`config.mk`:
```
export PLATFORM = sky130hd
export DESIGN_NAME = pdc_port_ctrl
export DESIGN_NICKNAME = d
export VERILOG_FILES = /design/src/shared/pdc_pkg.sv /design/src/hdl/pdc_sync.sv /design/src/hdl/pdc_port_ctrl.sv
export SDC_FILE = /design/constraint.sdc
export NUM_CORES = 1
export LEC_CHECK = 0
export BUFFER_PORTS_ARGS = -buffer_cell sky130_fd_sc_hd__buf_2
export CORE_AREA = 2 2 80 82
export CTS_CLUSTER_DIAMETER = 30
export DETAILED_ROUTE_END_ITERATION = 12
export DIE_AREA = 0 0 82 84
export PLACE_DENSITY = 0.77
export SLEW_MARGIN = 10
export SYNTH_ARGS = -nofsm -noshare
export SYNTH_HDL_FRONTEND = slang
export SYNTH_HIERARCHICAL = 1
export SYNTH_SLANG_ARGS = --single-unit
```
`constraint.sdc`:
```
create_clock -name clk -period 2.35 [get_ports clk]
set_clock_uncertainty 0.15 [all_clocks]
set_input_delay 0.235 -clock clk [delete_from_list [all_inputs] [get_ports clk]]
set_output_delay 0.235 -clock clk [all_outputs]
set_load 0.005 [all_outputs]
```
`src/shared/pdc_pkg.sv`:
```
// Package for the port and decode-control block: command codes,
// flag positions, widths and reset values.
// Assumes a single 50 MHz clock domain for all users.
package pdc_pkg;

   // Command codes on the serial command link
   localparam logic [7:0] CMD_DECODE_CTRL = 8'hD8;
   localparam logic [7:0] CMD_PORT_DIR    = 8'hDB;
   localparam logic [7:0] CMD_PORT_OUT    = 8'hDC;
   localparam logic [7:0] CMD_PORT_READ   = 8'hDD;

   // Widths
   localparam int unsigned PORT_W  = 5;
   localparam int unsigned BYTE_W  = 8;
   localparam int unsigned READ_W  = 7;
   localparam int unsigned CNT_W   = 3;
   localparam int unsigned SYNC_W  = 9;

   // Bit position of the last bit of a byte
   localparam logic [2:0] LAST_BIT = 3'h7;

   // Decode-control flag positions
   localparam int unsigned F_GAIN_EXT   = 0;
   localparam int unsigned F_FILT_SRC   = 1;
   localparam int unsigned F_RATE_1FS   = 2;
   localparam int unsigned F_RSVD_A     = 3;
   localparam int unsigned F_DOUT_SRC   = 4;
   localparam int unsigned F_RSVD_B     = 5;
   localparam int unsigned F_SHORT_WORD = 6;
   localparam int unsigned F_EQ_OE      = 7;

   // Positions inside the synchroniser vector
   localparam int unsigned S_STROBE = 0;
   localparam int unsigned S_SCLK   = 1;
   localparam int unsigned S_DIN    = 2;
   localparam int unsigned S_LOCK   = 3;
   localparam int unsigned S_PIN0   = 4;

   // Reset values
   localparam logic [7:0] DECODE_CTRL_RST = 8'h00;
   localparam logic [4:0] PORT_DIR_RST    = 5'h00;
   localparam logic [4:0] PORT_LVL_RST    = 5'h00;

endpackage : pdc_pkg

```
`src/hdl/pdc_sync.sv`:
```
// Two-flop synchroniser with edge detection for a vector of pins.
// Assumes the inputs are asynchronous to clk; the first stage feeds
// nothing but the second.
`timescale 1ns/1ps
module pdc_sync #(
   parameter int unsigned WIDTH = 1
) (
   input  wire logic             clk,
   input  wire logic             rst_n,
   input  wire logic [WIDTH-1:0] async_in,
   output logic      [WIDTH-1:0] level,
   output logic      [WIDTH-1:0] rise,
   output logic      [WIDTH-1:0] fall
);

   typedef struct packed {
      logic [WIDTH-1:0] meta;
      logic [WIDTH-1:0] sync;
      logic [WIDTH-1:0] prev;
   } pdc_sync_s;

   pdc_sync_s s_q;
   pdc_sync_s s_d;

   // Shift chain; prev only ever looks at the second stage
   always_comb begin
      s_d      = s_q;
      s_d.meta = async_in;
      s_d.sync = s_q.meta;
      s_d.prev = s_q.sync;
   end

   always_ff @(posedge clk or negedge rst_n) begin
      if (!rst_n) begin
         s_q <= '0;
      end else begin
         s_q <= s_d;
      end
   end

   // Edges seen on the settled stage
   assign level = s_q.sync;
   assign rise  = s_q.sync & ~s_q.prev;
   assign fall  = ~s_q.sync & s_q.prev;

endmodule : pdc_sync

```
`src/hdl/pdc_port_ctrl.sv`:
```
// Port and decode-control block: serial command receiver, decode-path
// flags, five general-purpose port pins and the port readback shifter.
// Assumes the controller drives strobe, shift clock and data from its
// own clock; all link pins are sampled by clk (50 MHz).
//
// Contract
// - Flag bit 0 picks external gain scaling
// - Flag bit 1 picks external serial source
// - Flag bit 2 picks 1 fs audio output
// - Flag bit 4 picks 20-bit digital output
// - Flag bit 6 picks 16-bit serial input
// - Flag bit 7 enables equaliser flag pin
// - Five port pins, inputs after reset
// - Read shifts pins, detect, gain out
// - Lock high accepts only port, control commands
// - Unlocked command aborts running track operation
// - Direction command: one means output
// - Output command sets driven pin levels
// - Control written by code then flag byte
`timescale 1ns/1ps
module pdc_port_ctrl (
   input  wire logic       clk,
   input  wire logic       rst_n,
   // Serial command link
   input  wire logic       command_strobe,
   input  wire logic       serial_shift_clock,
   input  wire logic       serial_cmd_data_in,
   input  wire logic       port_command_lock,
   output logic            serial_status_out,
   // General-purpose port pins, bit 0 is port_pin_zero, bit 4 port_pin_four
   input  wire logic [4:0] port_pin_in,
   output logic      [4:0] port_pin_out,
   output logic      [4:0] port_pin_oe_n,
   // Decoder status for readback
   input  wire logic       decode_detect,
   input  wire logic       gain_status,
   // Track operation status and other-command hand-off
   input  wire logic       track_op_active,
   output logic            track_op_abort,
   output logic            other_cmd_valid,
   output logic      [7:0] other_cmd_code,
   // Equaliser flag pin
   input  wire logic       eq_monitor_data,
   output logic            eq_flag_pin_out,
   output logic            eq_flag_pin_oe_n,
   // Decode-path flags
   output logic            external_gain_scale_sel,
   output logic            filter_source_sel,
   output logic            audio_port_rate_sel,
   output logic            digital_out_source_sel,
   output logic            serial_in_short_word_sel
);

   ////////////////////////////////////////////////////////////////////
   // Pin synchronisation

   logic [pdc_pkg::SYNC_W-1:0] pin_lvl;
   logic [pdc_pkg::SYNC_W-1:0] pin_rise;
   logic [pdc_pkg::SYNC_W-1:0] pin_fall;

   pdc_sync #(
      .WIDTH (pdc_pkg::SYNC_W)
   ) u_sync (
      .clk      (clk),
      .rst_n    (rst_n),
      .async_in ({port_pin_in, port_command_lock, serial_cmd_data_in,
                  serial_shift_clock, command_strobe}),
      .level    (pin_lvl),
      .rise     (pin_rise),
      .fall     (pin_fall)
   );

   logic       strobe_rise;
   logic       strobe_fall;
   logic       strobe_lvl;
   logic       sclk_rise;
   logic       sclk_fall;
   logic       din_lvl;
   logic       lock_lvl;
   logic [4:0] pins_sync;

   assign strobe_rise = pin_rise[pdc_pkg::S_STROBE];
   assign strobe_fall = pin_fall[pdc_pkg::S_STROBE];
   assign strobe_lvl  = pin_lvl[pdc_pkg::S_STROBE];
   assign sclk_rise   = pin_rise[pdc_pkg::S_SCLK];
   assign sclk_fall   = pin_fall[pdc_pkg::S_SCLK];
   assign din_lvl     = pin_lvl[pdc_pkg::S_DIN];
   assign lock_lvl    = pin_lvl[pdc_pkg::S_LOCK];
   assign pins_sync   = pin_lvl[pdc_pkg::S_PIN0 +: pdc_pkg::PORT_W];

   ////////////////////////////////////////////////////////////////////
   // Command decode helpers

   // Commands that stay usable while the lock pin is high
   function automatic logic is_lockable(input logic [7:0] code);
      is_lockable = (code == pdc_pkg::CMD_DECODE_CTRL) || (code == pdc_pkg::CMD_PORT_DIR) ||
                    (code == pdc_pkg::CMD_PORT_OUT) || (code == pdc_pkg::CMD_PORT_READ);
   endfunction : is_lockable

   // Commands that carry a data byte after the code
   function automatic logic is_two_byte(input logic [7:0] code);
      is_two_byte = (code == pdc_pkg::CMD_DECODE_CTRL) || (code == pdc_pkg::CMD_PORT_DIR) ||
                    (code == pdc_pkg::CMD_PORT_OUT);
   endfunction : is_two_byte

   ////////////////////////////////////////////////////////////////////
   // State

   typedef struct packed {
      logic [7:0] shift;       // incoming byte, LSB first
      logic [2:0] bit_cnt;
      logic       have_code;
      logic       have_data;
      logic [7:0] code;
      logic [7:0] ctrl;        // decode_path_control
      logic [4:0] dir;         // port_direction, 1 = output
      logic [4:0] lvl;         // port_output_level
      logic [6:0] rd_shift;    // port_readback shifter
      logic       other_vld;
      logic [7:0] other_code;
      logic       abort;
   } pdc_state_s;

   pdc_state_s st_q;
   pdc_state_s st_d;

   logic [7:0] byte_in;
   assign byte_in = {din_lvl, st_q.shift[7:1]};

   ////////////////////////////////////////////////////////////////////
   // Next-state logic

   always_comb begin
      st_d           = st_q;
      st_d.other_vld = 1'b0;
      st_d.abort     = 1'b0;

      // A new frame starts clean so a torn frame cannot leak bits
      if (strobe_rise) begin
         st_d.bit_cnt   = '0;
         st_d.have_code = 1'b0;
         st_d.have_data = 1'b0;
      end else if (strobe_lvl && sclk_rise) begin
         st_d.shift   = byte_in;
         st_d.bit_cnt = st_q.bit_cnt + 3'h1;
         if (st_q.bit_cnt == pdc_pkg::LAST_BIT) begin
            if (!st_q.have_code) begin
               st_d.code      = byte_in;
               st_d.have_code = 1'b1;
            end else if (!st_q.have_data && is_two_byte(st_q.code)) begin
               st_d.have_data = 1'b1;
               unique case (st_q.code)
                  pdc_pkg::CMD_DECODE_CTRL: st_d.ctrl = byte_in;
                  pdc_pkg::CMD_PORT_DIR:    st_d.dir = byte_in[pdc_pkg::PORT_W-1:0];
                  pdc_pkg::CMD_PORT_OUT:    st_d.lvl = byte_in[pdc_pkg::PORT_W-1:0];
                  default:                  st_d.have_data = 1'b1;
               endcase
            end
         end
      end

      // Frame end: one-byte commands act here
      if (strobe_fall && st_q.have_code) begin
         if (st_q.code == pdc_pkg::CMD_PORT_READ) begin
            st_d.rd_shift = {gain_status, decode_detect, pins_sync};
         end else if (!is_lockable(st_q.code)) begin
            if (!lock_lvl) begin
               st_d.other_vld  = 1'b1;
               st_d.other_code = st_q.code;
               st_d.abort      = track_op_active;
            end
         end
      end else if (!strobe_lvl && sclk_fall) begin
         st_d.rd_shift = {1'b0, st_q.rd_shift[6:1]};
      end
   end

   ////////////////////////////////////////////////////////////////////
   // State register

   always_ff @(posedge clk or negedge rst_n) begin
      if (!rst_n) begin
         st_q      <= '0;
         st_q.dir  <= pdc_pkg::PORT_DIR_RST;
         st_q.lvl  <= pdc_pkg::PORT_LVL_RST;
         st_q.ctrl <= pdc_pkg::DECODE_CTRL_RST;
      end else begin
         st_q <= st_d;
      end
   end

   ////////////////////////////////////////////////////////////////////
   // Outputs

   assign serial_status_out = st_q.rd_shift[0];
   assign other_cmd_valid   = st_q.other_vld;
   assign other_cmd_code    = st_q.other_code;
   assign track_op_abort    = st_q.abort;

   assign port_pin_out  = st_q.lvl;
   assign port_pin_oe_n = ~st_q.dir;

   assign external_gain_scale_sel  = st_q.ctrl[pdc_pkg::F_GAIN_EXT];
   assign filter_source_sel        = st_q.ctrl[pdc_pkg::F_FILT_SRC];
   assign audio_port_rate_sel      = st_q.ctrl[pdc_pkg::F_RATE_1FS];
   assign digital_out_source_sel   = st_q.ctrl[pdc_pkg::F_DOUT_SRC];
   assign serial_in_short_word_sel = st_q.ctrl[pdc_pkg::F_SHORT_WORD];

   // Flag pin drive; monitor data goes straight through
   assign eq_flag_pin_out  = eq_monitor_data;
   assign eq_flag_pin_oe_n = ~st_q.ctrl[pdc_pkg::F_EQ_OE];

endmodule : pdc_port_ctrl

```
## Yosys cells after proc, flatten, opt, wreduce, memory -nomap -nowiden

Cells that the tools add are included.
W data, S select, Z words.

- Output and inout bits: 28
- Register bits: 76
- Input bits: 15
- Logic and storage cells: 74

- Multiplexer cells: 18
- Reductions and logical operators: 23
- Add/subtract/negate cells: 1
- Equality and inequality tests: 6
- Bitwise gates (word level): 11

Operator list:

| cell | count |
|---|---|
| $mux W10 | 4 |
| $mux W18 | 2 |
| $eq A8 B8 Y1 const B | 4 |
| $mux W31 | 1 |
| $mux W28 | 1 |
| $mux W7 | 3 |
| $reduce_and A6 Y1 | 3 |
| $mux W8 | 2 |
| $mux W5 | 3 |
| $reduce_and A4 Y1 | 3 |
| $reduce_bool A2 Y1 | 5 |
| $not A1 Y1 | 6 |
| $reduce_and A2 Y1 | 3 |
| $not A5 Y5 | 1 |
| $and A2 B2 Y2 | 2 |
| $logic_and A1 B1 Y1 | 4 |
| $not A2 Y2 | 2 |
| $add A3 B1 Y3 const B | 1 |
| $eq A3 B3 Y1 const B | 1 |
| $logic_or A1 B1 Y1 | 3 |
| $logic_not A1 Y1 | 2 |
| $mux W1 | 2 |
| $ne A2 B1 Y1 const B | 1 |

## Logic depth before layout (Yosys ltp)

Gate-level depths: netlist of the first run.

- Depth after elaboration: 9
- Mapped depth: 7
- Depth with buffers taken out: 6

## Hierarchy

Netlist of the first run, hierarchy kept.

By module, submodules not included:

| module | cells each | area an instance (um2) | times used | sequential area each (um2) |
|---|---|---|---|---|
| pdc_port_ctrl | 185 | 2428.6 | 1 | 1326.3 |
| pdc_sync | 54 | 900.9 | 1 | 675.6 |

## Worst setup path after synthesis of the first run

OpenSTA, ideal clock, no wires.

- Path type: reg2reg
- Start: register st_q[45] in the netlist's numbering
- End: register st_q, in the netlist audio_port_rate_sel
- Stages on the path, launching flop included: 8
- Setup time: 128 ps
- Path slack: 363 ps
- Buffers on the path: 1
- Required time: 2072 ps
- Period minus slack after synthesis: 1987 ps
- Data arrival time: 1710 ps
- Cells stage by stage: dfrtp_1 > ha_1 > ha_1 > nand4b_4 > nor4_4 > and3b_1 > buf_2 > mux2_1

- Cells in the longest elaborated chain, start to end: 2

Ends and longest elaborated chain:

| what | RTL line | source |
|---|---|---|
| start, declared | pdc_port_ctrl.sv:124 | `pdc_state_s st_q;` |
| start signal, assigned | pdc_port_ctrl.sv:188 | `st_q <= st_d;` |
| $eq A3 B3 Y1 | pdc_port_ctrl.sv:146 | `if (st_q.bit_cnt == pdc_pkg::LAST_BIT) begin` |
| $reduce_and A6 Y1 (no source line) | n/a |  |

No other way between the ends.
A chain may end at the register's enable or synchronous reset.

## Final worst setup path of the first run

Ends and elaborated chain as after synthesis.

==> results of run 1 <==
[worst max-delay path, cell delays in order, from the launching register on]
cell,delay [ps]
dfrtp_1,370
ha_1,170
ha_1,200
nand4b_4,140
nor4_4,290
and3b_1,380
mux2_1,360
[registers in the layout, summed over array words and instances (netlist names)]
name / flops
serial_status_out: 1
audio_port_rate_sel: 1
external_gain_scale_sel: 1
other_cmd_code: 8
u_sync/level: 9
port_pin_out: 5
serial_in_short_word_sel: 1
u_sync/s_q: 2
other_cmd_valid: 1
track_op_abort: 1
u_sync/s_d: 9
filter_source_sel: 1
digital_out_source_sel: 1
st_q: 25
byte_in: 7
[power by group]
group | switching, µW | internal, µW
clock network | 433 | 792
logic | 62.5 | 90.2
registers | 78.7 | 1340
total | 574 | 2220
[layer usage]
metal / part of all wire [%] / wire length (µm)
met1: 45 / 2310
met2: 50 / 2550
met3: 3.1 / 159
met4: 1.5 / 75
met5: 0 / 0
[repair_timing]
item,4_1_cts,5_1_grt
hold buffers,12,0
hold endpoints to repair,39,0
setup buffers,0,0
resized for setup,0,0
[metrics by stage]
stage / cells / power, µW / hold WS (ps)
after floorplan: 217 / 1500 / -211
after global placement: 313 / 1570 / 136
after detailed placement: 313 / 1580 / 140
final: 341 / 2790 / 114
after global routing: 341 / 2920 / 97.0
after CTS: 341 / 2830 / 98.1
[how the worst min path moves through the flow]
| stage | from | end | slack, ps | depth (start not counted) |
|---|---|---|---|---|
| 6_report | decode_detect | st_q[15] | 110 | 3 |
| 5_1_grt | decode_detect | st_q[15] | 100 | 3 |
| 4_1_cts | decode_detect | st_q[15] | 100 | 3 |
| 3_5_place_dp | rst_n | u_sync/s_d[16] | 140 | 1 |
| 3_3_place_gp | rst_n | u_sync/s_d[15] | 140 | 1 |
| 2_1_floorplan | rst_n | audio_port_rate_sel | -210 | 0 |
[area by class of cell]
cell class                      instances  area (µm²)
Multi-Input combinational cell        107         972
Inverter                               11        41.3
Sequential cell                        73        1830
Clock buffer                           12         165
Clock inverter                          4        97.6
Timing Repair Buffer                   57         370
Fill cell                             488        2530
Tap cell                               77        96.3
==> results by group, run 1 <==
Die
  • Horiz. Die Dim: 82 µm
  • Die H: 84 µm
  • DIE AREA: 6890 µm²
  • I/O pins: 43
  • Row cnt: 29
  • Initial core utilization: 49.6%
  • CORE AREA: 6100 µm²

Placement
  • DP Wirelength: 3500 µm
  • Area post-placement: 3190 µm²
  • Dpl ws: 194 ps
  • Port Buffers: 40
  • Final Wtd Congestion: 0.812

Power and ir drop
  • PD cells: 783 nW/µm²
  • Leakage power figure: 0.00183 µW
  • Max VDD drop: 371 µV

Global route
  • Largest net degree at the start of global routing: 46
  • GR peak layer: met2
  • Grt ovf: 0
  • Vias in the first global route: 1768
  • Grt met1 use: 23.6%
  • Routing usage on met2: 25.4%
  • GRT Overall Usage: 17.1%
  • Initial antenna violation count: 0
  • GRT met3 Usage: 5.41%
  • First-pass GRT wire length: 8740 µm

Cells and area
  • Most frequent cells in the layout: dfrtp_1, mux2_2, buf_2
  • Layout cells sized above 1: 43.6%
  • Final instance area: 3570 µm²
  • Antenna Cells: 0
  • Area grow syn2layout: 18.0%
  • Most common cell after layout, fill and taps aside: dfrtp_1
  • Final core occ: 58.6%
  • Fin nets: 276

Logic synthesis
  • Post-synthesis cell area: 3020 µm²
  • Avg Synthesized Cell Area: 13.9 µm²
  • Syn_nets: 234
  • Syn Inst Count: 217
  • Ys Warns: 6

Clocking
  • Clk slew on worst S/H paths: 70 ps
  • Total clock buffers created by CTS: 9
  • Htree depth: 3
  • Clk_lat worst skew: 330 ps
  • Root buffer cell: clkbuf_8
  • CTS Buffer Depth: 2
  • Clock sink count: 73
  • CTS tree: done

Route
  • 1st-pass router iterations: 4
  • Via density: 5.02
  • Residual DRC count: 0
  • Final wirelength: 5090 µm
  • Iter 0 DRT Violations: 90
  • DR vias: 1712
  • Avg WL per Cell: 14.9 µm
  • Post-DRT Antenna Nets: 0

Worst setup path
  • Reg2reg start: st_q[45]
  • Crit path launch: st_q[45]
  • CP Class: reg2reg
  • Critical path startpoint category: flip-flop
  • Reg2reg setup slack: 160 ps
  • Critical path endpoint: audio_port_rate_sel
  • FF-to-FF path depth: 6
  • R2R Path End: audio_port_rate_sel
  • Worst EP arrival: 2250 ps
  • Crit end category: flip-flop
  • Crit path max fanout: 6
  • Req. time, crit path: 2410 ps

Timing
  • Setup TNS Final: 0 ps
  • Slew Viols, Final: 0
  • Post-route minimum period: 2190 ps
  • Hold violation total from the final report: 0
  • RSZ-0062 raised after global routing: no
  • Slew HR: 56.7%
  • Worst Tran Pin Value: 649 ps
  • Fin crit share: 93.3%
  • Fmax: 456 MHz
  • Post-route setup slack: 158 ps
  • Final setup viols: 0

Run
  • MaxCap Viol Count: 0

Min path
  • HP Class: in2reg

Status
  • Status: finished, final reports clean
Power figures use the tool's default switching activity.
==> run 2: changes to the inputs <==
Settings changed: GPL_TIMING_DRIVEN set to 0, REMOVE_ABC_BUFFERS set to 1.
==> run 2 against run 1 <==
Against the previous run:
- via count down 3.9%
- core utilization down 2.1 points
- design area down 3.6%
- maximum frequency about the same
- worst setup slack better by 1.9 ps
- cell count down 2.1%
- sequential power about the same
- first-iteration DRC count down 18%
- critical endpoint unchanged
- clock-buffer cell count unchanged
- wire length down 12%
- die area unchanged
- sequential share of layout area up 2.0 points
==> results by group, run 2 (synthesis gave the netlist of run 1 again) <==
Die
  • Initial core utilization: 49.6% (unchanged)
  • DIE AREA: 6890 µm² (unchanged)
  • Horiz. Die Dim: 82 µm (unchanged)
  • Row cnt: 29 (unchanged)
  • CORE AREA: 6100 µm² (unchanged)
  • Die H: 84 µm (unchanged)
  • I/O pins: 43 (unchanged)

Power and ir drop
  • PD cells: 685 nW/µm² (-12%)
  • Max VDD drop: 379 µV (+2.2%)
  • Clock power frac: 33.5% (-10 points)
  • Total power: 2360 µW (-16%)
  • Logic gate share of total power: 6.3% (+0.8 points)
  • Sw Share: 22.7% (+2.1 points)
  • Psw: 534 µW (-7.1%)
  • Leakage power figure: 0.00177 µW (-3.7%)
  • Sequential power share: 60.2% (+9.5 points)
  • Internal: 1820 µW (-18%)

Worst setup path
  • CP cell instances: and2b_2 > nand4b_4 > nor4_4 > and3b_2 > mux2_1
  • Crit path buffers/inverters: 0 (unchanged)
  • Crit end category: flip-flop
  • Critical path's slowest cell: dfrtp_2
  • CP Class: reg2reg
  • Crit path max fanout: 8 (+2)
  • Critical path startpoint category: flip-flop
  • Req. time, crit path: 2410 ps (about the same)
  • Worst EP arrival: 2250 ps (about the same)
  • Crit path depth: 5 (-1)
  • CP max stage delay: 470 ps (+90 ps)
  • Largest delay share family, worst path: simple AND/OR/NAND/NOR gates
  • FF-to-FF path depth: 5 (-1)

Timing
  • Slew Viols, Final: 0 (unchanged)
  • Setup TNS Final: 0 ps (unchanged)
  • Hold violation total from the final report: 0 (unchanged)
  • Fmax: 457 MHz (about the same)
  • Slew HR: 70.8% (+14 points)
  • Fin crit share: 93.2% (about the same)
  • Worst Tran Pin Value: 437 ps (-212 ps)
  • Final setup viols: 0 (unchanged)
  • RSZ-0062 raised after global routing: no
  • Post-route minimum period: 2190 ps (-1.90 ps)

Cells and area
  • Layout cells sized above 1: 42.0% (-1.5 points)
  • Final core occ: 56.4% (-2.1 points)
  • Antenna Cells: 0 (unchanged)
  • Biggest register: st_q
  • Number of flip-flops in the largest register: 25 (unchanged)
  • Area grow syn2layout: 13.7%
  • Most frequent cells in the layout: dfrtp_1, mux2_2, buf_2
  • Most common cell after layout, fill and taps aside: dfrtp_1
  • Fin nets: 272 (-1.4%)

Min path
  • HP Class: in2reg
  • Hold Crit Depth: 3 (unchanged)

Clocking
  • CTS Buffer Depth: 2 (unchanged)
  • Clk_lat worst skew: 330 ps (about the same)
  • Total clock buffers created by CTS: 9 (unchanged)
  • Clock sink count: 73 (unchanged)
  • CTS tree: done
  • Root buffer cell: clkbuf_8
  • Clk slew on worst S/H paths: 70 ps (about the same)
  • Htree depth: 3 (unchanged)
  • Setup bufs post-CTS: 0 (unchanged)

Run
  • MaxCap Viol Count: 0 (unchanged)

Placement
  • Port Buffers: 40 (unchanged)
  • Final Wtd Congestion: 0.749 (-7.8%)
  • DP Wirelength: 3030 µm (-13%)

Route
  • DR vias: 1645 (-3.9%)
  • Final wirelength: 4510 µm (-12%)
  • Post-DRT Antenna Nets: 0 (unchanged)
  • Avg WL per Cell: 13.5 µm (-9.7%)
  • 1st-pass router iterations: 4 (unchanged)
  • Iter 0 DRT Violations: 74 (-18%)
  • Via density: 4.93 (-1.9%)
  • Residual DRC count: 0 (unchanged)

Global route
  • Grt ovf: 0 (unchanged)
  • First-pass GRT wire length: 8020 µm (-8.2%)
  • Initial antenna violation count: 0 (unchanged)
  • GRT Overall Usage: 15.4% (-1.7 points)
  • Vias in the first global route: 1719 (-2.8%)
  • Largest net degree at the start of global routing: 62 (+35%)

Status
  • Status: finished, final reports clean
[run 2: cell count changes in the layout (fill, tap and decap cells not counted), sizes merged]
cell      change
clkinvlp      -1
buf           -4
clkinv        +1
bufinv        -3
[run 2: cell type report]
class	count	area, µm²
clock inverter	1	5.00
multi-input combinational	107	973
inverter	11	41.3
timing repair buffer	53	350
fill	523	2660
sequential	73	1830
tap	77	96.3
clock buffer	12	145
[run 2: metrics by stage]
stage               instances  setup slack, ps  hold WS, ps  cell area, µm²
floorplan                 191              270         -211            2840
finish                    334              160          117            3440
global route              334             37.2          125            3440
CTS                       334             23.6          102            3440
global placement          308             64.0          183            3140
detailed placement        309             38.5        -49.6            3170
[run 2: path summary, 6_finish.rpt]
check,end,from,slack (ps)
worst max-delay path,audio_port_rate_sel,u_sync/level[0],160
worst min register to register,u_sync/level[1],u_sync/s_d[10],200
worst min-delay path,st_q[15],decode_detect,120
worst max register to register,audio_port_rate_sel,u_sync/level[0],160
min in group asynchronous,u_sync/s_d[10],rst_n,150
max in group asynchronous,u_sync/level[5],rst_n,1370
[run 2: worst reg2reg max path: stages (launching register included)]
cell and delay, ps:
dfrtp_2 470, and2b_2 270, nand4b_4 210, nor4_4 300
and3b_2 340, mux2_1 340
[run 2: what timing repair did]
item                                    4_1_cts  5_1_grt
endpoints found under the setup margin        0        8
hold buffers                                 12        0
resized for setup                             0        2
endpoints found under the hold margin        84        0
[run 2: per-layer routing]
layer / GRT usage (%) / routed length (µm) / up-vias
met5: 0 / 0 / -
met4: 7.27 / 79 / 0
met3: 4.76 / 192 / 6
met2: 22.8 / 2140 / 28
met1: 20.7 / 2100 / 815
li1: - / - / 796
[run 2: power by group through the flow]
stage	logic (µW)	registers (µW)	clock network, µW
floorplan	81.3	1410	0
global placement	125	1440	0
detailed placement	136	1440	0
CTS	152	1420	816
global route	166	1440	869
finish	148	1420	789
